--- src/pkg/vid_out_pkg.sv ---
// Package: register map, field layout, reset values and timing for the video output config block
package vid_out_pkg;

  // ---------------------------------------------------------------
  // Register offsets
  // ---------------------------------------------------------------
  localparam logic [7:0] VIDEO_STANDARD_SELECT_ADDR    = 8'h00;
  localparam logic [7:0] PRIMARY_MODE_SELECT_ADDR      = 8'h01;
  localparam logic [7:0] CRYSTAL_FREQUENCY_CONFIG_ADDR = 8'h04;
  localparam logic [7:0] FIELD_ON_ENABLE_PIN_ADDR      = 8'h05;
  localparam logic [7:0] SYNC_POLARITY_AND_SELECT_ADDR = 8'h06;
  localparam logic [7:0] OUTPUT_DRIVE_STRENGTH_ADDR    = 8'h14;
  localparam logic [7:0] MAIN_RESET_ADDR               = 8'hFF;

  // ---------------------------------------------------------------
  // Field positions
  // ---------------------------------------------------------------
  localparam int MAIN_RESET_BIT      = 7;
  localparam int VERT_SRC_BIT        = 7;
  localparam int FIELD_ON_EN_BIT     = 4;
  localparam int CLK_INV_BIT         = 0;
  localparam int HS_POL_BIT          = 1;
  localparam int VS_POL_BIT          = 2;
  localparam int FE_POL_BIT          = 3;
  localparam int XTAL_LSB            = 1;
  localparam int CLK_DRV_LSB         = 2;
  localparam int SYNC_DRV_LSB        = 0;

  // ---------------------------------------------------------------
  // Codes and reset values
  // ---------------------------------------------------------------
  localparam logic [1:0] DRIVE_RESERVED    = 2'h0;
  localparam logic [1:0] DRIVE_MED_HIGH    = 2'h2;
  localparam logic [1:0] XTAL_RESET        = 2'h1;
  localparam logic [3:0] MODE_COMPONENT    = 4'h5;
  localparam logic [3:0] MODE_GRAPHICS     = 4'h6;
  localparam logic [5:0] VIDEO_STANDARD_CODE_RESET     = 6'h02;

  // ---------------------------------------------------------------
  // Timing
  // ---------------------------------------------------------------
  localparam int CLK_HZ            = 25_000_000;
  localparam int AUDIO_LOCK_US     = 5000;
  localparam int AUDIO_LOCK_CYCLES = (CLK_HZ / 1_000_000) * AUDIO_LOCK_US;

  typedef struct packed {
    logic [5:0] video_standard_code;
    logic [3:0] primary_mode_code;
    logic [1:0] crystal_frequency_select;
    logic       field_on_enable;
    logic       vertical_pin_source_select;
    logic       field_enable_polarity;
    logic       vsync_polarity;
    logic       hsync_polarity;
    logic       pixel_clock_invert;
    logic [1:0] clock_pin_drive_level;
    logic [1:0] sync_pin_drive_level;
  } cfg_t;

  localparam cfg_t CFG_RESET = '{
    video_standard_code:        VIDEO_STANDARD_CODE_RESET,
    primary_mode_code:          MODE_GRAPHICS,
    crystal_frequency_select:   XTAL_RESET,
    field_on_enable:            1'b0,
    vertical_pin_source_select: 1'b1,
    field_enable_polarity:      1'b0,
    vsync_polarity:             1'b0,
    hsync_polarity:             1'b0,
    pixel_clock_invert:         1'b0,
    clock_pin_drive_level:      DRIVE_MED_HIGH,
    sync_pin_drive_level:       DRIVE_MED_HIGH
  };

  // Raw timing markers from the decoder, all active high
  typedef struct packed {
    logic hsync;
    logic vsync;
    logic field;
    logic data_enable;
  } timing_t;

endpackage

--- src/verilog/video_output_sync_config.sv ---
// Video output sync steering, polarity, drive settings and clock synthesizer status
// Operation
// - Clock and sync drive fields, reset medium-high
// - Sync drive covers hsync, vsync/field, enable
// - Vertical pin: 0 field, 1 vsync
// - Enable pin: 0 data enable, 1 field
// - Clock invert affects only pixel clock pin
// - Hsync polarity: 0 low, 1 high
// - Vertical pin polarity: 0 low, 1 high
// - Field/enable polarity: 1 inverts to low
// - Regenerated pixel clock, optionally divided, drives pin
// - Video synthesizer locks within one frame
// - Audio clock is link clock times N/CTS
// - Audio synthesizer locks within 5 ms
// - Crystal select, reset 28.63636 MHz
// - Mode 0101 component, 0110 graphics, else reserved
// - Video standard reset 000010, mode dependent
// - Receive modes route video and audio onward
// - Decode any resolution; settings steer processing
// - Self-clearing main reset restores all registers
`timescale 1ns/1ns
`default_nettype none
module video_output_sync_config
  import vid_out_pkg::*;
#(
  parameter int AUDIO_LOCK_LIMIT = AUDIO_LOCK_CYCLES,
  parameter int FRAME_CYCLES     = 1_000_000,
  parameter int CTR_W            = 24
) (
  input  wire logic       CLK,
  input  wire logic       SYS_RST,
  input  wire logic       REG_WR,
  input  wire logic       REG_RD,
  input  wire logic [7:0] REG_ADDR,
  input  wire logic [7:0] REG_WDATA,
  output var  logic [7:0] REG_RDATA,
  input  wire timing_t    TIMING_IN,
  input  wire logic       PIXEL_CLK_SRC,
  input  wire logic       PIXEL_CLK_DIV_SEL,
  input  wire logic       PIXEL_CLK_DIV_SRC,
  input  wire logic       VIDEO_PLL_LOCKED_RAW,
  input  wire logic       AUDIO_REGEN_PKT,
  input  wire logic       AUDIO_PLL_LOCKED_RAW,
  input  wire logic       VIDEO_FRAME_START,
  output var  logic       HORIZONTAL_SYNC_OUT,
  output var  logic       VERTICAL_FIELD_PIN,
  output var  logic       DATA_ENABLE_OUT,
  output var  logic       OUTPUT_PIXEL_CLOCK,
  output var  logic [1:0] CLOCK_PIN_DRIVE_LEVEL,
  output var  logic [1:0] SYNC_PIN_DRIVE_LEVEL,
  output var  logic [1:0] CRYSTAL_FREQUENCY_SELECT,
  output var  logic [3:0] PRIMARY_MODE_CODE,
  output var  logic [5:0] VIDEO_STANDARD_CODE,
  output var  logic       COMPONENT_MODE,
  output var  logic       GRAPHICS_MODE,
  output var  logic       ROUTE_TO_COMPONENT_PROCESSOR,
  output var  logic       VIDEO_LOCKED,
  output var  logic       AUDIO_LOCKED,
  output var  logic       VIDEO_LOCK_LATE,
  output var  logic       AUDIO_LOCK_LATE
);

  // ---------------------------------------------------------------
  // Register file
  // ---------------------------------------------------------------
  cfg_t cfg_q;
  logic main_reset_wr;

  assign main_reset_wr = REG_WR && (REG_ADDR == MAIN_RESET_ADDR) && REG_WDATA[MAIN_RESET_BIT];

  // The main reset bit is never stored, so it always reads back zero
  always_ff @(posedge CLK) begin
    if (SYS_RST || main_reset_wr) begin
      cfg_q <= CFG_RESET;
    end else if (REG_WR) begin
      unique case (REG_ADDR)
        VIDEO_STANDARD_SELECT_ADDR: begin
          cfg_q.video_standard_code <= REG_WDATA[5:0];
        end
        PRIMARY_MODE_SELECT_ADDR: begin
          cfg_q.primary_mode_code <= REG_WDATA[3:0];
        end
        CRYSTAL_FREQUENCY_CONFIG_ADDR: begin
          cfg_q.crystal_frequency_select <= REG_WDATA[XTAL_LSB+:2];
        end
        FIELD_ON_ENABLE_PIN_ADDR: begin
          cfg_q.field_on_enable <= REG_WDATA[FIELD_ON_EN_BIT];
        end
        SYNC_POLARITY_AND_SELECT_ADDR: begin
          cfg_q.vertical_pin_source_select <= REG_WDATA[VERT_SRC_BIT];
          cfg_q.field_enable_polarity      <= REG_WDATA[FE_POL_BIT];
          cfg_q.vsync_polarity             <= REG_WDATA[VS_POL_BIT];
          cfg_q.hsync_polarity             <= REG_WDATA[HS_POL_BIT];
          cfg_q.pixel_clock_invert         <= REG_WDATA[CLK_INV_BIT];
        end
        OUTPUT_DRIVE_STRENGTH_ADDR: begin
          cfg_q.clock_pin_drive_level <= REG_WDATA[CLK_DRV_LSB+:2];
          cfg_q.sync_pin_drive_level  <= REG_WDATA[SYNC_DRV_LSB+:2];
        end
        default: begin
        end
      endcase
    end
  end

  logic [7:0] rdata_d;
  always_comb begin
    rdata_d = 8'h00;
    unique case (REG_ADDR)
      VIDEO_STANDARD_SELECT_ADDR:    rdata_d = {2'b00, cfg_q.video_standard_code};
      PRIMARY_MODE_SELECT_ADDR:      rdata_d = {4'h0, cfg_q.primary_mode_code};
      CRYSTAL_FREQUENCY_CONFIG_ADDR: rdata_d = {5'h00, cfg_q.crystal_frequency_select, 1'b0};
      FIELD_ON_ENABLE_PIN_ADDR:      rdata_d = {3'b000, cfg_q.field_on_enable, 4'h0};
      SYNC_POLARITY_AND_SELECT_ADDR: rdata_d = {cfg_q.vertical_pin_source_select, 3'b000,
                                                cfg_q.field_enable_polarity, cfg_q.vsync_polarity,
                                                cfg_q.hsync_polarity, cfg_q.pixel_clock_invert};
      OUTPUT_DRIVE_STRENGTH_ADDR:    rdata_d = {4'h0, cfg_q.clock_pin_drive_level,
                                                cfg_q.sync_pin_drive_level};
      default:                       rdata_d = 8'h00;
    endcase
  end

  always_ff @(posedge CLK) begin
    if (SYS_RST) begin
      REG_RDATA <= 8'h00;
    end else if (REG_RD) begin
      REG_RDATA <= rdata_d;
    end
  end

  // ---------------------------------------------------------------
  // Sync steering and polarity
  // ---------------------------------------------------------------
  // Raw markers are active high; a polarity bit of 0 means active low for
  // hsync and the vertical pin, but active high for field and enable.
  logic vert_src;
  logic en_src;
  logic field_adj;
  logic en_adj;

  assign field_adj = TIMING_IN.field ^ cfg_q.field_enable_polarity;
  assign en_adj    = TIMING_IN.data_enable ^ cfg_q.field_enable_polarity;
  assign vert_src  = cfg_q.vertical_pin_source_select ? TIMING_IN.vsync : TIMING_IN.field;
  assign en_src    = cfg_q.field_on_enable ? field_adj : en_adj;

  // Registered outputs: a setting change lands on the pins one cycle later
  always_ff @(posedge CLK) begin
    if (SYS_RST) begin
      HORIZONTAL_SYNC_OUT <= 1'b1;
      VERTICAL_FIELD_PIN  <= 1'b1;
      DATA_ENABLE_OUT     <= 1'b0;
    end else begin
      HORIZONTAL_SYNC_OUT <= TIMING_IN.hsync ^ ~cfg_q.hsync_polarity;
      VERTICAL_FIELD_PIN  <= vert_src ^ ~cfg_q.vsync_polarity;
      DATA_ENABLE_OUT     <= en_src;
    end
  end

  // ---------------------------------------------------------------
  // Pixel clock output
  // ---------------------------------------------------------------
  // The inversion bit is retimed and only swapped while the source is low,
  // so a change can shorten no high phase; this trades a small delay for a
  // clean pin. The pin itself is the registered copy of the clock sample.
  logic clk_src;
  logic inv_live_q;

  assign clk_src = PIXEL_CLK_DIV_SEL ? PIXEL_CLK_DIV_SRC : PIXEL_CLK_SRC;

  always_ff @(posedge CLK) begin
    if (SYS_RST) begin
      inv_live_q <= 1'b0;
    end else if (!clk_src) begin
      inv_live_q <= cfg_q.pixel_clock_invert;
    end
  end

  always_ff @(posedge CLK) begin
    if (SYS_RST) begin
      OUTPUT_PIXEL_CLOCK <= 1'b0;
    end else begin
      OUTPUT_PIXEL_CLOCK <= clk_src ^ inv_live_q;
    end
  end

  // ---------------------------------------------------------------
  // Static configuration outputs and mode decode
  // ---------------------------------------------------------------
  always_ff @(posedge CLK) begin
    if (SYS_RST) begin
      CLOCK_PIN_DRIVE_LEVEL        <= DRIVE_MED_HIGH;
      SYNC_PIN_DRIVE_LEVEL         <= DRIVE_MED_HIGH;
      CRYSTAL_FREQUENCY_SELECT     <= XTAL_RESET;
      PRIMARY_MODE_CODE            <= MODE_GRAPHICS;
      VIDEO_STANDARD_CODE          <= VIDEO_STANDARD_CODE_RESET;
      COMPONENT_MODE               <= 1'b0;
      GRAPHICS_MODE                <= 1'b1;
      ROUTE_TO_COMPONENT_PROCESSOR <= 1'b1;
    end else begin
      CLOCK_PIN_DRIVE_LEVEL        <= cfg_q.clock_pin_drive_level;
      SYNC_PIN_DRIVE_LEVEL         <= cfg_q.sync_pin_drive_level;
      CRYSTAL_FREQUENCY_SELECT     <= cfg_q.crystal_frequency_select;
      PRIMARY_MODE_CODE            <= cfg_q.primary_mode_code;
      VIDEO_STANDARD_CODE          <= cfg_q.video_standard_code;
      COMPONENT_MODE               <= cfg_q.primary_mode_code == MODE_COMPONENT;
      GRAPHICS_MODE                <= cfg_q.primary_mode_code == MODE_GRAPHICS;
      ROUTE_TO_COMPONENT_PROCESSOR <= (cfg_q.primary_mode_code == MODE_COMPONENT) ||
                                      (cfg_q.primary_mode_code == MODE_GRAPHICS);
    end
  end

  // ---------------------------------------------------------------
  // Synthesizer lock supervision
  // ---------------------------------------------------------------
  // The analog loops sit outside; here their lock flags are qualified and
  // a late flag is raised if lock misses its window.
  logic [CTR_W-1:0] vid_cnt_q;
  logic [CTR_W-1:0] aud_cnt_q;
  logic             aud_wait_q;

  always_ff @(posedge CLK) begin
    if (SYS_RST || VIDEO_FRAME_START || VIDEO_PLL_LOCKED_RAW) begin
      vid_cnt_q <= '0;
    end else if (vid_cnt_q != CTR_W'(FRAME_CYCLES)) begin
      vid_cnt_q <= vid_cnt_q + 1'b1;
    end
  end

  always_ff @(posedge CLK) begin
    if (SYS_RST) begin
      VIDEO_LOCKED    <= 1'b0;
      VIDEO_LOCK_LATE <= 1'b0;
    end else begin
      VIDEO_LOCKED    <= VIDEO_PLL_LOCKED_RAW;
      VIDEO_LOCK_LATE <= !VIDEO_PLL_LOCKED_RAW && (vid_cnt_q == CTR_W'(FRAME_CYCLES));
    end
  end

  always_ff @(posedge CLK) begin
    if (SYS_RST) begin
      aud_wait_q <= 1'b0;
      aud_cnt_q  <= '0;
    end else if (AUDIO_REGEN_PKT && !AUDIO_PLL_LOCKED_RAW) begin
      aud_wait_q <= 1'b1;
      aud_cnt_q  <= '0;
    end else if (AUDIO_PLL_LOCKED_RAW) begin
      aud_wait_q <= 1'b0;
      aud_cnt_q  <= '0;
    end else if (aud_wait_q && aud_cnt_q != CTR_W'(AUDIO_LOCK_LIMIT)) begin
      aud_cnt_q  <= aud_cnt_q + 1'b1;
    end
  end

  always_ff @(posedge CLK) begin
    if (SYS_RST) begin
      AUDIO_LOCKED    <= 1'b0;
      AUDIO_LOCK_LATE <= 1'b0;
    end else begin
      AUDIO_LOCKED    <= AUDIO_PLL_LOCKED_RAW;
      // A lock that arrives on the expiry edge is not late
      AUDIO_LOCK_LATE <= aud_wait_q && !AUDIO_PLL_LOCKED_RAW && (aud_cnt_q == CTR_W'(AUDIO_LOCK_LIMIT));
    end
  end

  // ---------------------------------------------------------------
  // Checks
  // ---------------------------------------------------------------
  property p_hs_pol;
    @(posedge CLK) disable iff (SYS_RST)
      1 |=> HORIZONTAL_SYNC_OUT == ($past(TIMING_IN.hsync) ^ ~$past(cfg_q.hsync_polarity));
  endproperty
  a_hs_pol: assert property (p_hs_pol) else $error("hsync polarity wrong");

  property p_vert_sel;
    @(posedge CLK) disable iff (SYS_RST)
      cfg_q.vertical_pin_source_select && !cfg_q.vsync_polarity |=> VERTICAL_FIELD_PIN == !$past(TIMING_IN.vsync);
  endproperty
  a_vert_sel: assert property (p_vert_sel) else $error("vertical pin source wrong");

  property p_vert_pol;
    @(posedge CLK) disable iff (SYS_RST)
      !cfg_q.vertical_pin_source_select && cfg_q.vsync_polarity |=> VERTICAL_FIELD_PIN == $past(TIMING_IN.field);
  endproperty
  a_vert_pol: assert property (p_vert_pol) else $error("vertical pin polarity wrong");

  property p_en_sel;
    @(posedge CLK) disable iff (SYS_RST)
      cfg_q.field_on_enable |=> DATA_ENABLE_OUT == ($past(TIMING_IN.field) ^ $past(cfg_q.field_enable_polarity));
  endproperty
  a_en_sel: assert property (p_en_sel) else $error("enable pin source wrong");

  property p_en_pol;
    @(posedge CLK) disable iff (SYS_RST)
      !cfg_q.field_on_enable && cfg_q.field_enable_polarity |=> DATA_ENABLE_OUT == !$past(TIMING_IN.data_enable);
  endproperty
  a_en_pol: assert property (p_en_pol) else $error("enable polarity wrong");

  property p_main_reset;
    @(posedge CLK) disable iff (SYS_RST)
      main_reset_wr |=> cfg_q == CFG_RESET ##1 SYNC_PIN_DRIVE_LEVEL == DRIVE_MED_HIGH;
  endproperty
  a_main_reset: assert property (p_main_reset) else $error("main reset not applied");

  property p_drive_wr;
    @(posedge CLK) disable iff (SYS_RST)
      REG_WR && REG_ADDR == OUTPUT_DRIVE_STRENGTH_ADDR |=> ##1 CLOCK_PIN_DRIVE_LEVEL == $past(REG_WDATA[3:2], 2);
  endproperty
  a_drive_wr: assert property (p_drive_wr) else $error("clock drive level not updated");

  property p_mode_dec;
    @(posedge CLK) disable iff (SYS_RST)
      cfg_q.primary_mode_code == MODE_COMPONENT |=> COMPONENT_MODE && !GRAPHICS_MODE && ROUTE_TO_COMPONENT_PROCESSOR;
  endproperty
  a_mode_dec: assert property (p_mode_dec) else $error("mode decode wrong");

  property p_clk_inv;
    @(posedge CLK) disable iff (SYS_RST)
      !clk_src && cfg_q.pixel_clock_invert |=> ##1 OUTPUT_PIXEL_CLOCK == !$past(clk_src);
  endproperty
  a_clk_inv: assert property (p_clk_inv) else $error("pixel clock inversion wrong");

  property p_aud_late;
    @(posedge CLK) disable iff (SYS_RST)
      AUDIO_LOCK_LATE |-> $past(aud_wait_q) && !$past(AUDIO_PLL_LOCKED_RAW);
  endproperty
  a_aud_late: assert property (p_aud_late) else $error("audio late flag without wait");

endmodule
`default_nettype wire

--- config.mk ---
export PLATFORM = sky130hd
export DESIGN_NAME = video_output_sync_config
export DESIGN_NICKNAME = d
export VERILOG_FILES = /design/src/pkg/vid_out_pkg.sv /design/src/verilog/video_output_sync_config.sv
export SDC_FILE = /design/constraint.sdc
export NUM_CORES = 1
export LEC_CHECK = 0
export BUFFER_PORTS_ARGS = -buffer_cell sky130_fd_sc_hd__clkbuf_2
export CORE_MARGIN = 4
export CORE_UTILIZATION = 55
export DETAILED_ROUTE_END_ITERATION = 10
export PLACE_DENSITY = 0.8
export SLEW_MARGIN = 20
export SYNTH_ARGS = -nofsm -noshare
export SYNTH_HDL_FRONTEND = slang
export SYNTH_SLANG_ARGS = --single-unit
--- constraint.sdc ---
create_clock -name CLK -period 5.6 [get_ports CLK]
set_input_delay 0.28 -clock CLK [delete_from_list [all_inputs] [get_ports CLK]]
set_output_delay 0.28 -clock CLK [all_outputs]
set_load 0.01 [all_outputs]
==> metrics.md, run 1 <==
| Metric | Value |
|---|---|
| Sw Share | 0.242 |
| Die area | roughly 9500 sq um |
| Number of synthesized register bits | 106 |
| Total wire length | approximately 9400 microns |
| Final nets | between 500 and 600 |
| Worst setup SP type | flop |
| Post-synthesis to final-layout area growth | 12.5% |
| Drt first pass iters | 6 |
| Ys async rst share | 0 |
| Post-Syn Area | 4430 sq um |
| Tightest Pin Transition | 0.809 ns |
| Post-cts repair resize count | 0 |
| Setup TNS | 0 ns |
| Post-DRT Antenna Nets | 0 |
| Initial Util | 0.570 |
| Worst Hold End | VIDEO_LOCK_LATE |
| Drt via density | roughly 5.6 |
| Register area share after synthesis | 0.480 |
| Gate power share | 0.042 |
| Ranking of synthesized cells by area | dfxtp_1, nor2_1, mux2i_1 |
| Clock Power Share | 0.347 |
| Worst reg-to-reg setup slack | 3.37 ns |
| Crit Reg-Reg Endpoint | aud_cnt_q[22] |
| Final setup viols | 0 |
| Setup Buffers After CTS | 0 |
| Clock Latency Late Sink | 0.37 ns |
| Max IR drop VDD | approximately 0.00018 V |
| CTS tree | built |
| Layout cells sized above 1 | 0.165 |
| Power per cell area | around 250 nW/um^2 |
| CP Capture Type | flop |
| # clock sinks | 106 |
| Critical Path RT | 5.83 ns |
| Core area | 7770 sq um |
| Final hold vios | 0 |
| RSZ-0062 raised after global routing | false |
| Gp weighted congestion | about 0.86 |
| Hold buffers post-CTS | 0 |
| Fin Clk Skew | 0.00636 ns |
| CP Data Arrival Time | roughly 2.5 ns |
| Synthesized instance count | 491 |
| Fin worst setup slack | 3.37 ns |
| Fill cells | 699 |
| DRC | 0 |
| EDFF count, synth | 0 |
| Initial antenna violation count | 0 |
| Synth top area share | 0.480 |
| Slew margin rel. | 0.456 |
| Commonest non-fill, non-tap cell in the layout | dfxtp_1 |
| DIE HEIGHT | 97.7 microns |
| Prevailing post-synth register cell | dfxtp_1 |
| Post-Syn Nets | 526 |
| Synthesized area per cell | between 9 and 10 sq um |
| DR iter-0 viols | between 150 and 200 |
| Critical path class | flop to flop |
| Vias in the first global route | 3,496 |
| Switching pwr | between 200 and 300 uW |
| Reg clk slew, reported paths | 0.10 ns |
| Die width | between 90 and 100 microns |
| Internal | approximately 940 uW |
| Worst Hold Launch | VIDEO_PLL_LOCKED_RAW |
| Area leader, netlist | dfxtp_1 |
| Htree depth | 3 |
| Final period util | 0.398 |
| Final HPWL DP | 7010 microns |
| Total CTS buffers | 9 |
| # rows | 32 |
| Status | finished, final reports clean |
| Worst-case clock buffer depth | 2 |
| Final Slew Violations | 0 |
| R2R Path Start | aud_cnt_q[1] |
| Tot GR Track Use | 0.204 |
| Grt total ovfl | 0 |
| Worst R2R Path Depth | 6 |
| Period minus WS final | roughly 2.2 ns |
| Cell variety after synth | 47 |
| Clk root buf | clkbuf_8 |
| Vias | about 3,700 |
| Global-route wire length before repair | roughly 16,000 microns |
| Max-cap violation count | 0 |
| Place WS | 3.46 ns |
| IO Port Bufs | 63 |
| Sequential share of power | 0.612 |
| Yosys warns | 0 |
| Leak | ~0.0019 uW |
| HP Class | input pin to flop |
| IO Count | 66 |
| Hold Path Stages | 2 |
| WL per Instance | 14.2 microns |
| Largest fanout on the critical path | 5 |
| Largest net degree at the start of global routing | 42 |
| Antenna Cells | 0 |
| Most frequent cells in the layout | dfxtp_1, clkbuf_2, nor2_1, nand2_1, nand3_1 |
| Overall power | 1240 uW |
| F_max | about 0.45 GHz |
-- layer usage --
metal | vias up | wire length [microns] | GRT usage
met4 | 0 | 182 | 0.0618
met2 | 103 | 4650 | 0.347
li1 | 1835 | - | -
met5 | - | 0 | 0
met3 | 19 | 570 | 0.0531
met1 | 1722 | 3970 | 0.253
-- area by class of cell --
type                    count  area, sq um  share of cell area
clock buffers               9          124              0.0249
clock inverters             7         51.3              0.0103
inverters                  13         48.8             0.00980
multi-input cells         357         2180               0.438
flip-flops and latches    106         2120               0.426
well taps                 102          128              0.0256
repair buffers             64          323              0.0648
-- registers in the layout, summed over array words and instances, names as in the netlist, 2 cells and up --
signal / flops
CLOCK_PIN_DRIVE_LEVEL: 2
CRYSTAL_FREQUENCY_SELECT: 2
PRIMARY_MODE_CODE: 4
REG_RDATA: 7
SYNC_PIN_DRIVE_LEVEL: 2
VIDEO_STANDARD_CODE: 6
aud_cnt_q: 24
cfg_q: 22
vid_cnt_q: 24
-- worst max-delay path, stage by stage, from the launching register on --
cell,delay [ns]
dfxtp_1,0.42
ha_1,0.23
nand3_1,0.18
nor4_1,0.75
nor3b_1,0.32
xnor2_1,0.15
nor2_1,0.05
-- worst max-delay path by stage --
stage | from | endpoint | slack, ns | depth (start not counted)
after floorplan | aud_cnt_q[4] | aud_cnt_q[23] | 3.81 | 5
after global routing | aud_cnt_q[1] | aud_cnt_q[22] | 3.24 | 6
after detailed placement | aud_cnt_q[1] | aud_cnt_q[22] | 3.46 | 6
after CTS | aud_cnt_q[1] | aud_cnt_q[22] | 3.42 | 6
final | aud_cnt_q[1] | aud_cnt_q[22] | 3.37 | 6
after global placement | REG_ADDR[5] | cfg_q[17] | 3.50 | 6
-- cells in the mapped netlist (13+ instances only) --
| library cell | number |
|---|---|
| nor2b_1 | 16 |
| xnor2_1 | 21 |
| dfxtp_1 | 106 |
| mux2i_1 | 21 |
| nand2_1 | 43 |
| inv_1 | 13 |
| a21oi_1 | 17 |
| nor3_1 | 14 |
| xor2_1 | 20 |
| nor2_1 | 61 |
| nand3_1 | 34 |
-- metrics by stage --
step	util	cells	cell area (sq um)	hold slack [ns]
floorplan	-	491	4430	0.358
global placement	0.618	642	4800	0.461
detailed placement	0.618	642	4800	0.463
CTS	0.641	658	4980	0.119
global route	0.641	658	4980	0.129
finish	0.641	658	4980	0.124
-- power by group through the flow --
stage	sequential [uW]	clock (uW)	combinational [uW]
final	759	430	51.7
after global routing	760	474	57.9
after CTS	759	441	51.8
after detailed placement	776	0	51.6
after global placement	776	0	50.0
after floorplan	777	0	27.5
-- kinds of logic after synthesis --
family | after synthesis | share of synthesized area
XOR/XNOR | 41 | 0.0811
AND/OR/NAND/NOR | 238 | 0.277
other | 1 | 0.000847
adder cells (fa/ha/maj) | 4 | 0.0113
multiplexers | 21 | 0.0475
AO/OA/AOI/OAI | 52 | 0.0749
buffers and inverters | 28 | 0.0274
flip-flops | 106 | 0.480
No activity file was read; power rests on OpenSTA's default activity.
==> run 2, diff against run 1 <==
Settings changed: CORE_UTILIZATION 55 to 51, PLACE_DENSITY 0.8 to 0.78.
Clock period 5.6 ns to 1.95 ns, I/O delays scaled along.
==> metrics.md, run 2 (synthesis results as in run 1) <==
| Metric | Value |
|---|---|
| Drt via density | 5.53 (-1.1%) |
| Met1 GRT Util | 0.244 (-0.00961) |
| IO Port Bufs | 63 (unchanged) |
| Initial antenna violation count | 0 (unchanged) |
| Tightest Pin Transition | 0.657 ns (-0.152 ns) |
| Status | finished, final reports clean |
| Drt first pass iters | 5 (-1) |
| Setup TNS | 0 ns (unchanged) |
| Worst R2R Path Depth | 6 (unchanged) |
| Post-DRT Antenna Nets | 0 (unchanged) |
| Dpl cell area | 4950 sq um (+3.0%) |
| Grt total ovfl | 0 (unchanged) |
| Tot GR Track Use | 0.199 (-0.00445) |
| Core area | 8340 sq um (+7.4%) |
| Layout cells sized above 1 | 0.199 (+0.0335) |
| Final HPWL DP | 7330 microns (+4.6%) |
| IO Count | 66 (unchanged) |
| Final Slew Violations | 0 (unchanged) |
| Critical Path RT | 2.21 ns (-3.62 ns) |
| DIE HEIGHT | 101 microns (+3.5%) |
| CP Data Arrival Time | 2.08 ns (-0.38 ns) |
| Most frequent cells in the layout | dfxtp_1, clkbuf_2, nor2_1, nand2_1, nand3_1 |
| Worst reg-to-reg setup slack | 0.13 ns (-3.24 ns) |
| Placed Cells | 664 (+3.4%) |
| WL per Instance | 14.4 microns (+1.0%) |
| CP Capture Type | flop |
| Worst hold slack | 0.0216 ns (-0.103 ns) |
| Die area | 10,200 sq um (+7.2%) |
| Clk root buf | clkbuf_8 |
| Vias | 3,803 (+3.4%) |
| Post-synthesis to final-layout area growth | 19.1% |
| Slew margin rel. | 0.560 (+0.104) |
| Gp weighted congestion | 0.914 (+6.5%) |
| Global-route wire length before repair | 16,600 microns (+2.1%) |
| Max IR drop VDD | 0.000400 V (+130%) |
| Die width | 101 microns (+3.5%) |
| Setup Buffers After CTS | 0 (unchanged) |
| Top Registers | aud_cnt_q: 24 flops, vid_cnt_q: 24 flops, cfg_q: 22 flops |
| # rows | 33 (+3.1%) |
| RSZ-0062 raised after global routing | false |
| Leak | 0.00203 uW (+8.0%) |
| DRC | 0 (unchanged) |
| DR iter-0 viols | 110 (-44%) |
| Finished Cell Area | 5270 sq um (+5.9%) |
| HP Class | input pin to flop |
| Grt met2 use | 0.339 (-0.00886) |
| Worst-case clock buffer depth | 2 (unchanged) |
| Critical path class | flop to flop |
| Hold Path Stages | 3 (+1) |
| Final setup viols | 0 (unchanged) |
| Reg clk slew, reported paths | 0.10 ns (about the same) |
| Commonest non-fill, non-tap cell in the layout | dfxtp_1 |
| Htree depth | 3 (unchanged) |
| Worst setup SP type | flop |
| Initial Util | 0.531 (-0.0391) |
| F_max | 0.549 GHz (+22%) |
| Largest net degree at the start of global routing | 24 (-43%) |
| Total CTS buffers | 9 (unchanged) |
| Fin Clk Skew | 0.0147 ns (+0.00835 ns) |
| Vias in the first global route | 3,621 (+3.6%) |
| Largest fanout on the critical path | 5 (unchanged) |
| Final period util | 0.934 (+0.536) |
| Final Non-Filler Cells | 688 (+4.6%) |
| Period minus WS final | 1.82 ns (-0.409 ns) |
| Clock Latency Late Sink | 0.37 ns (about the same) |
| Max-cap violation count | 0 (unchanged) |
| CTS tree | built |
| Antenna Cells | 0 (unchanged) |
| # clock sinks | 106 (unchanged) |
| Total wire length | 9900 microns (+5.6%) |
| Most Used Layer, Global Route | met2 |
| Final nets | 613 (+4.6%) |
| Fill cells | 698 (-0.14%) |
| Power per cell area | 717 nW/um^2 (+190%) |
| GR Layer Usage met3 | 0.0475 (-0.00560) |
| Final hold vios | 0 (unchanged) |
==> run 2: worst max-delay path, stage by stage, from the launching register on <==
cell and delay [ns]:
dfxtp_1 0.40, ha_1 0.19, inv_1 0.09, or4_4 0.59, nor3_1 0.25, xnor2_1 0.15
nor2_1 0.05
==> run 2: final timing paths <==
path | from | endpoint
hold reg to reg | REG_RDATA[7] | REG_RDATA[7]
setup / recovery | vid_cnt_q[0] | vid_cnt_q[22]
setup reg to reg | vid_cnt_q[0] | vid_cnt_q[22]
hold / removal | REG_RD | REG_RDATA[5]
==> run 2: metrics by stage <==
step                      setup WS, ns  utilization  power (uW)
after detailed placement        0.0827        0.593        2390
after CTS                       0.0504        0.629        3820
after global placement           0.132        0.593        2380
after floorplan                  0.158            -        2310
final                            0.128        0.632        3780
after global routing            0.0189        0.632        3920
==> run 2: metal layers <==
metal | part of all wire | wire length, microns | vias up
met3 | 0.055 | 541 | 19
li1 | - | - | 1886
met1 | 0.42 | 4180 | 1793
met2 | 0.50 | 4970 | 105
met4 | 0.021 | 204 | 0
met5 | 0 | 0 | -
==> run 2: timing repair <==
action / CTS / global route
hold buffers: 8 / 0
endpoints found under the setup margin: 0 / 6
resized for setup: 0 / 5
endpoints found under the hold margin: 10 / 0
==> run 2: layout make-up <==
class                   count  area, sq um  share of cell area
clock buffers               9          124              0.0235
clock inverters             7         95.1              0.0180
inverters                  13         48.8             0.00925
multi-input cells         357         2210               0.418
flip-flops and latches    106         2120               0.402
well taps                 105          131              0.0249
repair buffers             91          546               0.103
==> run 2: where the power goes <==
| group | total (uW) | switching [uW] | leakage [uW] | internal, uW |
|---|---|---|---|---|
| Sequential | 2180 | 4.44 | 0.000856 | 2170 |
| Combinational | 173 | 103 | 0.00107 | 70.2 |
| Clock | 1430 | 795 | 0.000111 | 632 |
